File: src/irq_pkg.sv
// Constants, types and register map of the interrupt flag and edge block
//
// Behaviour
// - Vector table select bit steers dispatch table
// - Hold status bit is read-only, mirrors core
// - Polarity bit picks falling or rising edge
// - Control bits 13 to 5 read zero
// - Flags latch requests, software reads and writes
// - Flags zero upper byte layout
// - Flags zero lower byte layout
// - Flags one upper byte layout
// - Flags one lower byte layout
// - Flags two upper byte layout
// - Flags two lower byte layout
// - Unused flag positions read zero
`default_nettype none
package irq_pkg;

  // ****************************************
  // Bus and register map
  // ****************************************
  localparam int          ADDR_W         = 8;
  localparam logic [7:0]  CTRL2_OFFSET   = 8'h00;
  localparam logic [7:0]  FLAGS0_OFFSET  = 8'h04;
  localparam logic [7:0]  FLAGS1_OFFSET  = 8'h08;
  localparam logic [7:0]  FLAGS2_OFFSET  = 8'h0c;
  localparam logic [7:0]  STATUS_OFFSET  = 8'h10;
  localparam logic [7:0]  CLEAR_OFFSET   = 8'h14;
  localparam logic [7:0]  ENABLE_OFFSET  = 8'h18;
  localparam logic [1:0]  RESP_OKAY      = 2'h0;
  localparam logic [1:0]  RESP_SLVERR    = 2'h2;

  // ****************************************
  // Field layout
  // ****************************************
  localparam int          EXT_N          = 5;
  localparam int          VTS_BIT        = 15;
  localparam int          HOLD_BIT       = 14;
  localparam int          POL_LSB        = 0;
  localparam int          EXT0_FLAG_BIT  = 0;
  localparam int          EXT1_FLAG_BIT  = 4;
  localparam int          EXT2_FLAG_BIT  = 13;
  localparam logic [15:0] FLAGS0_MASK    = 16'h7fff;
  localparam logic [15:0] FLAGS1_MASK    = 16'hfffb;
  localparam logic [15:0] FLAGS2_MASK    = 16'hdfff;

  // ****************************************
  // Reset values
  // ****************************************
  localparam logic [15:0]      FLAGS_RESET = 16'h0000;
  localparam logic [EXT_N-1:0] EXT_RESET   = 5'h00;

  // Request or pending flags of the three flag registers
  typedef struct packed {
    logic [15:0] flags2;
    logic [15:0] flags1;
    logic [15:0] flags0;
  } flag_set_t;

endpackage
`default_nettype wire

File: src/ext_edge_detect.sv
// Per-pin edge detector with selectable polarity
`timescale 1ns/100ps
`default_nettype none
module ext_edge_detect
(
  // Clock and reset
  input  wire logic                      core_clk,
  input  wire logic                      rst,
  // Pins and polarity
  input  wire logic [irq_pkg::EXT_N-1:0] pin,
  input  wire logic [irq_pkg::EXT_N-1:0] polarity,
  // Detected edges
  output logic      [irq_pkg::EXT_N-1:0] edge_pulse
);
  import irq_pkg::*;

  // ****************************************
  // Edge detection per pin
  // ****************************************
  genvar i;
  generate
    for (i = 0; i < EXT_N; i++)
    begin : g_pin
      logic prev_r;
      logic primed_r;

      // Previous level, primed once a real sample exists
      always_ff @(posedge core_clk or posedge rst)
      begin
        if (rst)
        begin
          prev_r   <= 1'b0;
          primed_r <= 1'b0;
        end
        else
        begin
          prev_r   <= pin[i];
          primed_r <= 1'b1;
        end
      end

      // Falling edge when polarity is one, rising otherwise
      assign edge_pulse[i] = primed_r &&
                             (polarity[i] ? (prev_r && !pin[i])
                                          : (!prev_r && pin[i]));

    end
  endgenerate
endmodule
`default_nettype wire

File: src/irq_flag_ctrl.sv
// Interrupt control two, flag registers and edge interrupts over AXI4-Lite
//
// The implementer's own choices: the AXI4-Lite register port and the address map.
`timescale 1ns/100ps
`default_nettype none
module irq_flag_ctrl
(
  // Clock and reset
  input  wire logic                       core_clk,
  input  wire logic                       rst,
  // AXI4-Lite write address
  input  wire logic [irq_pkg::ADDR_W-1:0] s_axi_awaddr,
  input  wire logic [2:0]                 s_axi_awprot,
  input  wire logic                       s_axi_awvalid,
  output logic                            s_axi_awready,
  // AXI4-Lite write data
  input  wire logic [31:0]                s_axi_wdata,
  input  wire logic [3:0]                 s_axi_wstrb,
  input  wire logic                       s_axi_wvalid,
  output logic                            s_axi_wready,
  // AXI4-Lite write response
  output logic      [1:0]                 s_axi_bresp,
  output logic                            s_axi_bvalid,
  input  wire logic                       s_axi_bready,
  // AXI4-Lite read address
  input  wire logic [irq_pkg::ADDR_W-1:0] s_axi_araddr,
  input  wire logic [2:0]                 s_axi_arprot,
  input  wire logic                       s_axi_arvalid,
  output logic                            s_axi_arready,
  // AXI4-Lite read data
  output logic      [31:0]                s_axi_rdata,
  output logic      [1:0]                 s_axi_rresp,
  output logic                            s_axi_rvalid,
  input  wire logic                       s_axi_rready,
  // Interrupt sources
  input  wire logic [irq_pkg::EXT_N-1:0]  ext_irq_pin,
  input  wire irq_pkg::flag_set_t         periph_req,
  input  wire logic                       interrupt_hold_active,
  // Core side
  output logic                            vector_table_select,
  output irq_pkg::flag_set_t              pending_flags,
  output logic                            irq
);
  import irq_pkg::*;

  // ****************************************
  // Declarations
  // ****************************************
  logic                aw_hold_r;
  logic [ADDR_W-1:0]   aw_addr_r;
  logic                w_hold_r;
  logic [31:0]         w_data_r;
  logic [3:0]          w_strb_r;
  logic                bvalid_r;
  logic [1:0]          bresp_r;
  logic                rvalid_r;
  logic [1:0]          rresp_r;
  logic [31:0]         rdata_r;
  logic                do_write;
  logic                ar_take;
  logic [15:0]         byte_mask;
  logic                vts_r;
  logic [EXT_N-1:0]    pol_r;
  logic [15:0]         flags0_r;
  logic [15:0]         flags1_r;
  logic [15:0]         flags2_r;
  logic [15:0]         flags0_nxt;
  logic [15:0]         flags1_nxt;
  logic [15:0]         flags2_nxt;
  logic [15:0]         ext_set0;
  logic [15:0]         ext_set1;
  logic [EXT_N-1:0]    int_status_r;
  logic [EXT_N-1:0]    int_enable_r;
  logic [EXT_N-1:0]    ext_edge;
  logic [15:0]         ctrl2_view;
  logic                wr_ctrl2;
  logic                wr_flags0;
  logic                wr_flags1;
  logic                wr_flags2;
  logic                wr_clear;
  logic                wr_enable;

  // ****************************************
  // Edge detection on the external pins
  // ****************************************
  ext_edge_detect u_edge (
    .core_clk   (core_clk),
    .rst        (rst),
    .pin        (ext_irq_pin),
    .polarity   (pol_r),
    .edge_pulse (ext_edge)
  );

  // ****************************************
  // AXI4-Lite write channel
  // ****************************************
  assign s_axi_awready = !aw_hold_r && !bvalid_r;
  assign s_axi_wready  = !w_hold_r && !bvalid_r;
  assign do_write      = aw_hold_r && w_hold_r && !bvalid_r;
  assign byte_mask     = {{8{w_strb_r[1]}}, {8{w_strb_r[0]}}};

  // Address and data captured in either order
  always_ff @(posedge core_clk or posedge rst)
  begin
    if (rst)
    begin
      aw_hold_r <= 1'b0;
      aw_addr_r <= '0;
      w_hold_r  <= 1'b0;
      w_data_r  <= '0;
      w_strb_r  <= '0;
    end
    else
    begin
      if (s_axi_awvalid && s_axi_awready)
      begin
        aw_hold_r <= 1'b1;
        aw_addr_r <= s_axi_awaddr;
      end
      else if (do_write)
        aw_hold_r <= 1'b0;
      if (s_axi_wvalid && s_axi_wready)
      begin
        w_hold_r <= 1'b1;
        w_data_r <= s_axi_wdata;
        w_strb_r <= s_axi_wstrb;
      end
      else if (do_write)
        w_hold_r <= 1'b0;
    end
  end

  // Write response once both halves are in
  always_ff @(posedge core_clk or posedge rst)
  begin
    if (rst)
    begin
      bvalid_r <= 1'b0;
      bresp_r  <= RESP_OKAY;
    end
    else if (do_write)
    begin
      bvalid_r <= 1'b1;
      bresp_r  <= (aw_addr_r == STATUS_OFFSET || aw_addr_r > ENABLE_OFFSET ||
                   aw_addr_r[1:0] != 2'h0) ? RESP_SLVERR : RESP_OKAY;
    end
    else if (s_axi_bready)
      bvalid_r <= 1'b0;
  end

  assign s_axi_bvalid = bvalid_r;
  assign s_axi_bresp  = bresp_r;

  // Register write decode
  assign wr_ctrl2  = do_write && aw_addr_r == CTRL2_OFFSET;
  assign wr_flags0 = do_write && aw_addr_r == FLAGS0_OFFSET;
  assign wr_flags1 = do_write && aw_addr_r == FLAGS1_OFFSET;
  assign wr_flags2 = do_write && aw_addr_r == FLAGS2_OFFSET;
  assign wr_clear  = do_write && aw_addr_r == CLEAR_OFFSET && w_strb_r[0];
  assign wr_enable = do_write && aw_addr_r == ENABLE_OFFSET && w_strb_r[0];

  // ****************************************
  // Interrupt control two
  // ****************************************
  // Only the table select and polarity bits are stored
  always_ff @(posedge core_clk or posedge rst)
  begin
    if (rst)
    begin
      vts_r <= 1'b0;
      pol_r <= EXT_RESET;
    end
    else if (wr_ctrl2)
    begin
      if (w_strb_r[1])
        vts_r <= w_data_r[VTS_BIT];
      if (w_strb_r[0])
        pol_r <= w_data_r[POL_LSB +: EXT_N];
    end
  end

  assign vector_table_select = vts_r;

  // Read view: hold bit from the core, gap reads zero
  always_comb
  begin
    ctrl2_view                   = 16'h0000;
    ctrl2_view[VTS_BIT]          = vts_r;
    ctrl2_view[HOLD_BIT]         = interrupt_hold_active;
    ctrl2_view[POL_LSB +: EXT_N] = pol_r;
  end

  // ****************************************
  // Interrupt flag registers
  // ****************************************
  // External pin flags join the peripheral requests
  always_comb
  begin
    ext_set0                = 16'h0000;
    ext_set1                = 16'h0000;
    ext_set0[EXT0_FLAG_BIT] = ext_edge[0];
    ext_set1[EXT1_FLAG_BIT] = ext_edge[1];
    ext_set1[EXT2_FLAG_BIT] = ext_edge[2];
  end

  // Software write first, then requests set on top
  always_comb
  begin
    flags0_nxt = wr_flags0 ? ((flags0_r & ~byte_mask) | (w_data_r[15:0] & byte_mask))
                           : flags0_r;
    flags1_nxt = wr_flags1 ? ((flags1_r & ~byte_mask) | (w_data_r[15:0] & byte_mask))
                           : flags1_r;
    flags2_nxt = wr_flags2 ? ((flags2_r & ~byte_mask) | (w_data_r[15:0] & byte_mask))
                           : flags2_r;
    flags0_nxt = (flags0_nxt | periph_req.flags0 | ext_set0) & FLAGS0_MASK;
    flags1_nxt = (flags1_nxt | periph_req.flags1 | ext_set1) & FLAGS1_MASK;
    flags2_nxt = (flags2_nxt | periph_req.flags2) & FLAGS2_MASK;
  end

  // Flag storage, unused positions forced low
  always_ff @(posedge core_clk or posedge rst)
  begin
    if (rst)
    begin
      flags0_r <= FLAGS_RESET;
      flags1_r <= FLAGS_RESET;
      flags2_r <= FLAGS_RESET;
    end
    else
    begin
      flags0_r <= flags0_nxt;
      flags1_r <= flags1_nxt;
      flags2_r <= flags2_nxt;
    end
  end

  assign pending_flags = '{flags2: flags2_r, flags1: flags1_r, flags0: flags0_r};

  // ****************************************
  // Edge interrupt status, clear and enable
  // ****************************************
  // Sticky status, a new edge wins over a clear
  always_ff @(posedge core_clk or posedge rst)
  begin
    if (rst)
      int_status_r <= EXT_RESET;
    else if (wr_clear)
      int_status_r <= (int_status_r & ~w_data_r[EXT_N-1:0]) | ext_edge;
    else
      int_status_r <= int_status_r | ext_edge;
  end

  // Enable mask
  always_ff @(posedge core_clk or posedge rst)
  begin
    if (rst)
      int_enable_r <= EXT_RESET;
    else if (wr_enable)
      int_enable_r <= w_data_r[EXT_N-1:0];
  end

  assign irq = |(int_status_r & int_enable_r);

  // ****************************************
  // AXI4-Lite read channel
  // ****************************************
  assign s_axi_arready = !rvalid_r;
  assign ar_take       = s_axi_arvalid && s_axi_arready;

  // Read data registered one cycle after the address
  always_ff @(posedge core_clk or posedge rst)
  begin
    if (rst)
    begin
      rvalid_r <= 1'b0;
      rresp_r  <= RESP_OKAY;
      rdata_r  <= '0;
    end
    else if (ar_take)
    begin
      rvalid_r <= 1'b1;
      rresp_r  <= RESP_OKAY;
      rdata_r  <= '0;
      unique case (s_axi_araddr)
        CTRL2_OFFSET:  rdata_r[15:0]      <= ctrl2_view;
        FLAGS0_OFFSET: rdata_r[15:0]      <= flags0_r;
        FLAGS1_OFFSET: rdata_r[15:0]      <= flags1_r;
        FLAGS2_OFFSET: rdata_r[15:0]      <= flags2_r;
        STATUS_OFFSET: rdata_r[EXT_N-1:0] <= int_status_r;
        CLEAR_OFFSET:  rdata_r            <= '0;
        ENABLE_OFFSET: rdata_r[EXT_N-1:0] <= int_enable_r;
        default:       rresp_r            <= RESP_SLVERR;
      endcase
    end
    else if (s_axi_rready)
      rvalid_r <= 1'b0;
  end

  assign s_axi_rvalid = rvalid_r;
  assign s_axi_rresp  = rresp_r;
  assign s_axi_rdata  = rdata_r;
endmodule
`default_nettype wire

File: config.mk
export PLATFORM = sky130hd
export DESIGN_NAME = irq_flag_ctrl
export DESIGN_NICKNAME = d
export VERILOG_FILES = /design/src/irq_pkg.sv /design/src/ext_edge_detect.sv /design/src/irq_flag_ctrl.sv
export SDC_FILE = /design/constraint.sdc
export NUM_CORES = 1
export LEC_CHECK = 0
export ABC_AREA = 0
export BUFFER_PORTS_ARGS = -buffer_cell sky130_fd_sc_hd__buf_2
export CORE_MARGIN = 2
export CORE_UTILIZATION = 32
export CTS_BUF_LIST = sky130_fd_sc_hd__clkbuf_16
export DETAILED_ROUTE_END_ITERATION = 8
export PLACE_DENSITY_LB_ADDON = 0.25
export SYNTH_ARGS = -nofsm -noshare
export SYNTH_HDL_FRONTEND = slang
export SYNTH_SLANG_ARGS = --single-unit
File: constraint.sdc
create_clock -name core_clk -period 7.8 [get_ports core_clk]
set_input_delay 0.78 -clock core_clk [delete_from_list [all_inputs] [get_ports core_clk]]
set_output_delay 0.78 -clock core_clk [all_outputs]
set_load 0.02 [all_outputs]
==> flow_summary.toml, run 1 <==
[critical_path]
critPathSlowestCell = "nor4_4"
start_kind = "flop"
critPathRequiredTime_ns = 8.09
reg2reg_depth = 4
cp_cell_sequence = "nand3b_1 -> nor4_4 -> mux2_2 -> or3_1"
arrival_ns = 3.20
reg2reg_from = "s_axi_bvalid"
regToRegEndpoint = "flags1_r[4]"
reg2reg_slack_ns = 4.89
critPathMaxFanout = 12
cpPeakStageDelay_ns = 0.95
path_buf_inv = 0
worstSetupEndpointType = "flop"
crit_family = "simple AND/OR/NAND/NOR gates"
path_class = "reg -> reg"

[sta]
min_period_ns = 2.91
tns_ns = 0
skew_ns = 0.0105
slew_viol_final = 0
setup_viol = 0
finalCritPeriodShare_pct = 37.3
max_slew_margin_pct = 22.2
hold_violations = 0
rsz0062_at_grt = "no"
clock.fmax_ghz = 0.344
tightestPinTransition_ns = 1.17
whs_ns = 0.406

[synthesis]
synth_enable_flop_cells = 0
synth_top_family_by_area = "multiplexers"
synth_area_per_cell_um2 = 12.4
yosys.area_share.simple_pct = 15.7
ys_async_sr_fraction_pct = 100
synth-compound-area-share_pct = 6.28
synth_area_mm2 = 0.00550
synth.top_cells.by_count = "dfrtp_1 (115), mux2_2 (54), mux2i_1 (44)"
seq_area_frac_synth_pct = 52.3
synth_adder_area_share_pct = 0
ys_types = 47
post-synth-top-area-fraction_pct = 52.3
yosys_most_used_dff = "dfrtp_1"
muxShareOfSynthArea_pct = 20.6
ys_seq_elements = 115
synth_largest_area_cell = "dfrtp_1"
ys_top_cells_by_area = "dfrtp_1 (52%), mux2_2 (11%), mux2i_1 (8.0%)"
synth-xor-area-share_pct = 0.159
yosysMostFrequentCell = "dfrtp_1"
netlist_instances = 442
synth_warnings = 0

[place]
place.port_buffers = 161
hpwl_um = 10600
globalplace.congestion = 0.775
placed_cell_area_mm2 = 0.00643

[routing]
num_vias = 4014
via_per_inst = 4.80
wirelength_um = 14700
drt_iter0_drc = 167
dr_wl_met2_um = 6940
ant_nets = 0
drcViolationCount = 0
dr.pass1.iters = 4
wirelength_met1_um = 6490
routedWlPerCell_um = 17.5
dr_wl_met3_um = 975
top_layer_used = "met4"

[pwr]
switching_power_uw = 575
ir_drop_uv = 210
p_total_uw = 1950
powerDensity_mw_per_mm2 = 277
p_clk_share_pct = 40.7
sw_frac_of_total_pct = 29.5
p_int_uw = 1380
p_leak_uw = 0.00295
p_comb_share_pct = 17.0
power_frac_seq_pct = 42.3

[clocking]
clockBufferDepth = 2
postCtsSetupBuffers = 0
cts_hold_buf = 0
cts.htree.levels = 4
cts_num_sinks = 115
cts_tree = "built"
root_buffer = "clkbuf_16"
clk_latency_ns = 0.42
clk_pin_slew_ns = 0.05
cts-resized-gates = 0
cts_buffers = 17

[run_status]
status = "complete, no violations"

[global_route]
grt.overflow.total = 0
grt_pass1_vias = 4155
grt_pass1_wl_um = 22900
grt_use_total_pct = 16.6
grt_max_degree = 75
grt_antenna_before_repair = 1

[floorplanning]
std_cell_rows = 47
die_area_mm2 = 0.0183
start_util_pct = 32.9
core_area_mm2 = 0.0167
top_level_ports = 210
die_h_um = 135
die_x_um = 135

[final_layout]
finalInstanceArea_mm2 = 0.00704
drive_above_1_share_pct = 42.4
fin_util_pct = 42.1
area_growth_pct = 27.9
nets = 722

[flow_run]
max_cap_viol_count = 0

[hold_path]
hold_path.class = "in -> async"
-- registers in the layout, summed over array words and instances, names as in the netlist --
name                   count
flags2_r                  15
s_axi_rdata               16
aw_addr_r                  8
s_axi_bvalid               1
w_data_r                  16
int_status_r               5
vector_table_select        1
w_hold_r                   1
s_axi_rresp                1
flags1_r                  15
s_axi_rvalid               1
flags0_r                  15
u_edge.g_pin.prev_r        5
u_edge.g_pin.primed_r      1
int_enable_r               5
s_axi_bresp                1
aw_hold_r                  1
pol_r                      5
w_strb_r                   2
-- through the flow --
step / cells / setup WS (ns)
floorplan: 462 / 3.98
CTS: 836 / 4.84
global route: 837 / 4.72
detailed placement: 804 / 4.86
finish: 837 / 4.89
global placement: 804 / 4.88
-- cells in the final DEF (no fill, tap or decap), types with 4 or more instances in the layout --
master	Yosys	routed
mux2i_1	44	44
nand4b_1	4	4
buf_2	2	161
clkinv_2	0	5
bufinv_16	0	4
nor4_4	7	7
nor2_1	6	6
a22o_1	7	7
a22oi_1	11	11
o21ai_0	18	18
nand2b_1	43	43
inv_1	5	6
clkbuf_16	0	17
nand4_1	5	5
mux2_2	54	54
or3_1	4	4
or4bb_1	4	4
dfrtp_1	115	115
nand2_1	26	26
conb_1	2	22
o211ai_1	4	4
-- power by group through the flow --
| stage | registers [uW] | clock network, uW | logic [uW] |
|---|---|---|---|
| after global routing | 848 | 842 | 363 |
| after CTS | 826 | 814 | 338 |
| final | 826 | 794 | 331 |
| after floorplan | 776 | 0 | 288 |
| after global placement | 827 | 0 | 328 |
| after detailed placement | 836 | 0 | 337 |
-- layer usage --
layer | track usage, % | vias up
met1 | 21.8 | 1962
li1 | - | 1879
met5 | 0 | -
met2 | 26.5 | 152
met4 | 5.90 | 0
met3 | 4.73 | 21
-- how the worst max path moves through the flow --
stage,start,end,slack [ns],cells past startpoint
finish,s_axi_bvalid,flags1_r[4],4.89,4
global route,s_axi_bvalid,flags1_r[4],4.72,4
CTS,s_axi_bvalid,flags1_r[4],4.84,4
detailed placement,s_axi_bvalid,flags1_r[4],4.86,4
global placement,s_axi_bvalid,flags1_r[4],4.88,4
floorplan,rst,aw_addr_r[0],3.98,1
-- kinds of logic after synthesis --
kind of cell,after synthesis
XOR/XNOR,1
multiplexers,102
other,2
buffers and inverters,47
flip-flops,115
AND/OR/NAND/NOR,124
AO/OA/AOI/OAI,51
-- layout make-up --
class                           count  area (um^2)
Antenna cell                        1         2.50
Timing Repair Buffer              164          828
Inverter                            5         21.3
Tap cell                          220          275
Multi-Input combinational cell    300         2430
Fill cell                        1642         9670
Clock buffer                       17          425
Clock inverter                     15          173
Sequential cell                   115         2880
Note: power is estimated with default switching activity, not from simulation.
==> run 2, diff against run 1 <==
==> constraint.sdc (replaced) <==
create_clock -name core_clk -period 3.03 [get_ports core_clk]
set_input_delay 0.303 -clock core_clk [delete_from_list [all_inputs] [get_ports core_clk]]
set_output_delay 0.303 -clock core_clk [all_outputs]
set_load 0.02 [all_outputs]
==> run 2 against run 1 <==
Compared with the run above:
- combinational power rose to 2.6 times the previous value
- global-route usage rose by 0.56 points
- clock skew fell by 0.00054 ns
- sequential cell count did not move
- critical endpoint is now pol_r[4]
- utilization rose by 0.48 points
- via count rose by 0.82%
- cell count rose by 0.96%
==> flow_summary.toml, run 2 (same netlist as run 1, synthesis figures left out) <==
[pwr]
p_leak_uw = 0.00299
ir_drop_uv = 483
powerDensity_mw_per_mm2 = 707

[global_route]
grt_max_degree = 89
grt_pass1_vias = 4225
grt.overflow.total = 0
grt_pass1_wl_um = 23500
grt_use_total_pct = 17.2
grt_antenna_before_repair = 0

[sta]
tns_ns = 0
rsz0062_at_grt = "no"
hold_violations = 0
skew_ns = 0.00993
fin_ws_ns = 0.672
min_period_ns = 2.36
clock.fmax_ghz = 0.424
setup_viol = 0
slew_viol_final = 0
tightestPinTransition_ns = 0.782
max_slew_margin_pct = 47.5
finalCritPeriodShare_pct = 77.8

[floorplanning]
core_area_mm2 = 0.0167
start_util_pct = 32.9
die_x_um = 135
die_h_um = 135
top_level_ports = 210
die_area_mm2 = 0.0183
std_cell_rows = 47

[clocking]
postCtsSetupBuffers = 0
clk_latency_ns = 0.41
clk_pin_slew_ns = 0.05
cts_num_sinks = 115
root_buffer = "clkbuf_16"
cts.htree.levels = 4
cts_buffers = 17
clockBufferDepth = 2
cts_tree = "built"

[critical_path]
start_kind = "flop"
reg2reg_slack_ns = 0.67
path_class = "reg -> reg"
critPathRequiredTime_ns = 3.32
arrival_ns = 2.65
critPathMaxFanout = 9
worstSetupEndpointType = "flop"

[final_layout]
fill_cells = 1621
n_antenna_cell = 0
final_common_cell = "buf_2"
nets = 731
area_growth_pct = 29.4
drive_above_1_share_pct = 43.0
final_cell_mix = "buf_2 (161), dfrtp_1 (115), mux2_2 (54)"

[run_status]
status = "complete, no violations"

[routing]
routedWlPerCell_um = 17.6
via_per_inst = 4.79
num_vias = 4047
dr.pass1.iters = 5
wirelength_um = 14900
drt_iter0_drc = 169
drcViolationCount = 0
ant_nets = 0

[place]
place.port_buffers = 161
globalplace.congestion = 0.788
hpwl_um = 10800
dp_slack_ns = 0.673

[flow_run]
max_cap_viol_count = 0

[hold_path]
hold_path.class = "in -> reg"
==> run 2: cell type report <==
cell class              instances  area, um^2  area share (%)
clock buffers                  17         425            5.98
clock inverters                15         171            2.41
inverters                       5        22.5           0.317
multi-input cells             300        2430            34.2
flip-flops and latches        115        2880            40.4
well taps                     220         275            3.87
repair buffers                173         911            12.8
==> run 2: power breakdown <==
part	total [uW]	internal, uW	switching [uW]
logic	873	432	441
registers	2130	1780	352
clock network	2030	1350	680
==> run 2: metal layers <==
layer | up-vias | track usage [%] | part of all wire, %
met5 | - | 0 | 0
met4 | 0 | 5.32 | 1.3
met3 | 17 | 5.44 | 6.3
met2 | 149 | 27.6 | 48
met1 | 1996 | 22.3 | 44
li1 | 1885 | - | -
==> run 2: final timing paths <==
check / startpoint / endpoint / depth (start not counted)
max: aw_addr_r[1] / pol_r[4] / 4
min: ext_irq_pin[3] / u_edge.g_pin[3].prev_r / 1
max reg2reg: aw_addr_r[1] / pol_r[4] / 4
min reg2reg: s_axi_rdata[13] / s_axi_rdata[13] / 2
max in group asynchronous: rst / flags1_r[5] / 4
min in group asynchronous: rst / aw_addr_r[7] / 3
==> run 2: critical path: stages (launching register included) <==
cell and delay, ns:
dfrtp_1 0.39, or4_4 0.68, nor4_4 0.39, nand4bb_1 0.39, mux2_2 0.39
==> run 2: per-stage QoR <==
stage / total power [uW] / instance area, um^2 / util [%] / hold slack, ns / std cells
after global placement: 3010 / 6510 / 39.0 / 0.414 / 812
after global routing: 5290 / 7120 / 42.6 / 0.00194 / 845
after floorplan: 2740 / 5580 / - / 0.334 / 462
after CTS: 5100 / 7120 / 42.6 / 0.00150 / 845
final: 5030 / 7120 / 42.6 / 0.0216 / 845
after detailed placement: 3040 / 6510 / 39.0 / 0.439 / 812
==> run 2: repair_timing <==
item                                    4_1_cts  5_1_grt
endpoints found under the setup margin        0        0
endpoints found under the hold margin        27        0
gates resized for setup                       0        0
hold buffers                                  1        0
==> run 3, diff against run 2 <==
==> constraint.sdc (replaced) <==
create_clock -name core_clk -period 2.2 [get_ports core_clk]
set_input_delay 0.22 -clock core_clk [delete_from_list [all_inputs] [get_ports core_clk]]
set_output_delay 0.22 -clock core_clk [all_outputs]
set_load 0.02 [all_outputs]
==> run 3 against run 2 <==
Compared with the run above:
- the flow now finishes with violations (hold timing)
- clock power up 27%
- first-iteration DRC count increased by 11%
- sequential share of layout area down 3.0 points
- via count increased by 6.6%
- critical endpoint is now flags0_r[12]
- largest cell class unchanged
- highest routed layer unchanged
==> flow_summary.toml, run 3 (same netlist as run 1, synthesis figures left out) <==
[critical_path]
reg2reg_depth = 6
reg2reg_slack_ns = 0.10
path_class = "reg -> reg"
critPathMaxFanout = 7
critPathRequiredTime_ns = 2.49
worstSetupEndpointType = "flop"
crit_path_start = "aw_addr_r[0]"
start_kind = "flop"
regToRegEndpoint = "flags0_r[12]"
reg2reg_from = "aw_addr_r[0]"
arrival_ns = 2.39

[final_layout]
nets = 791
layout.cells.non_filler = 906
drive_above_1_share_pct = 41.8
fill_cells = 1564
multi_input_area_mm2 = 0.00244
final_cell_mix = "buf_2 (161), dfrtp_1 (115), mux2_2 (53)"
final_common_cell = "buf_2"
seq_area_mm2 = 0.00288
area_growth_pct = 39.7
fin_util_pct = 46.0
finalInstanceArea_mm2 = 0.00768

[floorplanning]
die_x_um = 135
die_h_um = 135
start_util_pct = 32.9
std_cell_rows = 47
top_level_ports = 210
die_area_mm2 = 0.0183
core_area_mm2 = 0.0167

[pwr]
ir_drop_uv = 641
p_leak_uw = 0.00325
powerDensity_mw_per_mm2 = 898

[global_route]
grt_max_degree = 116
grt.overflow.total = 0
grt_pass1_wl_um = 24300
grt_use_total_pct = 17.6
grt_antenna_before_repair = 0
grt_pass1_vias = 4525

[clocking]
cts_buffers = 17
cts-resized-gates = 0
clockBufferDepth = 2
root_buffer = "clkbuf_16"
cts_num_sinks = 115
cts.htree.levels = 4
clk_latency_ns = 0.41
cts_tree = "built"
clk_pin_slew_ns = 0.05

[place]
dp.cells = 828
place.port_buffers = 161
placed_cell_area_mm2 = 0.00668
hpwl_um = 11100
globalplace.congestion = 0.783

[sta]
finalCritPeriodShare_pct = 95.3
rsz0062_at_grt = "no"
tightestPinTransition_ns = 0.642
whs_ns = -0.0237
min_period_ns = 2.10
hold_violations = 26
setup_viol = 0
slew_viol_final = 0
tns_ns = 0
max_slew_margin_pct = 57.2
clock.fmax_ghz = 0.477
skew_ns = 0.00615

[routing]
drt_iter0_drc = 187
num_vias = 4314
ant_nets = 0
via_per_inst = 4.76
wirelength_um = 15600
drcViolationCount = 0
routedWlPerCell_um = 17.2
dr.pass1.iters = 4

[run_status]
violations = "hold timing"
status = "finished, violations left"

[flow_run]
max_cap_viol_count = 0

[hold_path]
hold_path.class = "in -> async"
run 3: per-stage QoR:
step | worst slack, ns | power, uW
after CTS | 0.0817 | 6980
after detailed placement | 0.0856 | 4310
final | 0.104 | 6900
after global placement | 0.118 | 4250
after floorplan | -0.118 | 3790
after global routing | 0.00653 | 7270
run 3: metal layers:
metal | share of wire, % | vias up | GRT usage, %
met5 | 0 | - | 0
li1 | - | 2015 | -
met3 | 5.4 | 18 | 5.48
met4 | 1.5 | 0 | 5.38
met2 | 51 | 154 | 30.1
met1 | 42 | 2127 | 21.2
run 3: cell type report:
| cell class | count | area share, % |
|---|---|---|
| antenna | 1 | 0.0326 |
| sequential | 115 | 37.4 |
| tap | 220 | 3.58 |
| multi-input combinational | 300 | 31.7 |
| inverter | 5 | 0.293 |
| timing repair buffer | 233 | 19.8 |
| clock buffer | 17 | 5.54 |
| clock inverter | 15 | 1.61 |
run 3: repair_timing:
action / 4_1_cts / 5_1_grt
endpoints found under the hold margin: 44 / 1
setup buffers: 0 / 0
hold buffers: 44 / 1
run 3: report_power, final:
part	switching [uW]	internal, uW
Sequential	423	2450
Clock	955	1630
Combinational	700	744
Total	2080	4820
run 3: how the worst max path moves through the flow:
stage | to | cells past startpoint
2_1_floorplan | flags1_r[4] | 5
3_3_place_gp | flags1_r[4] | 4
3_5_place_dp | flags0_r[12] | 6
4_1_cts | flags0_r[12] | 6
5_1_grt | pol_r[0] | 4
6_report | flags0_r[12] | 6
run 3: critical path, cell delays in order (launching register included):
cell and delay (ns):
dfrtp_1 0.39, or4_4 0.64, buf_4 0.21, nor4_4 0.27, buf_12 0.18, mux2i_1 0.20
nand2b_1 0.08
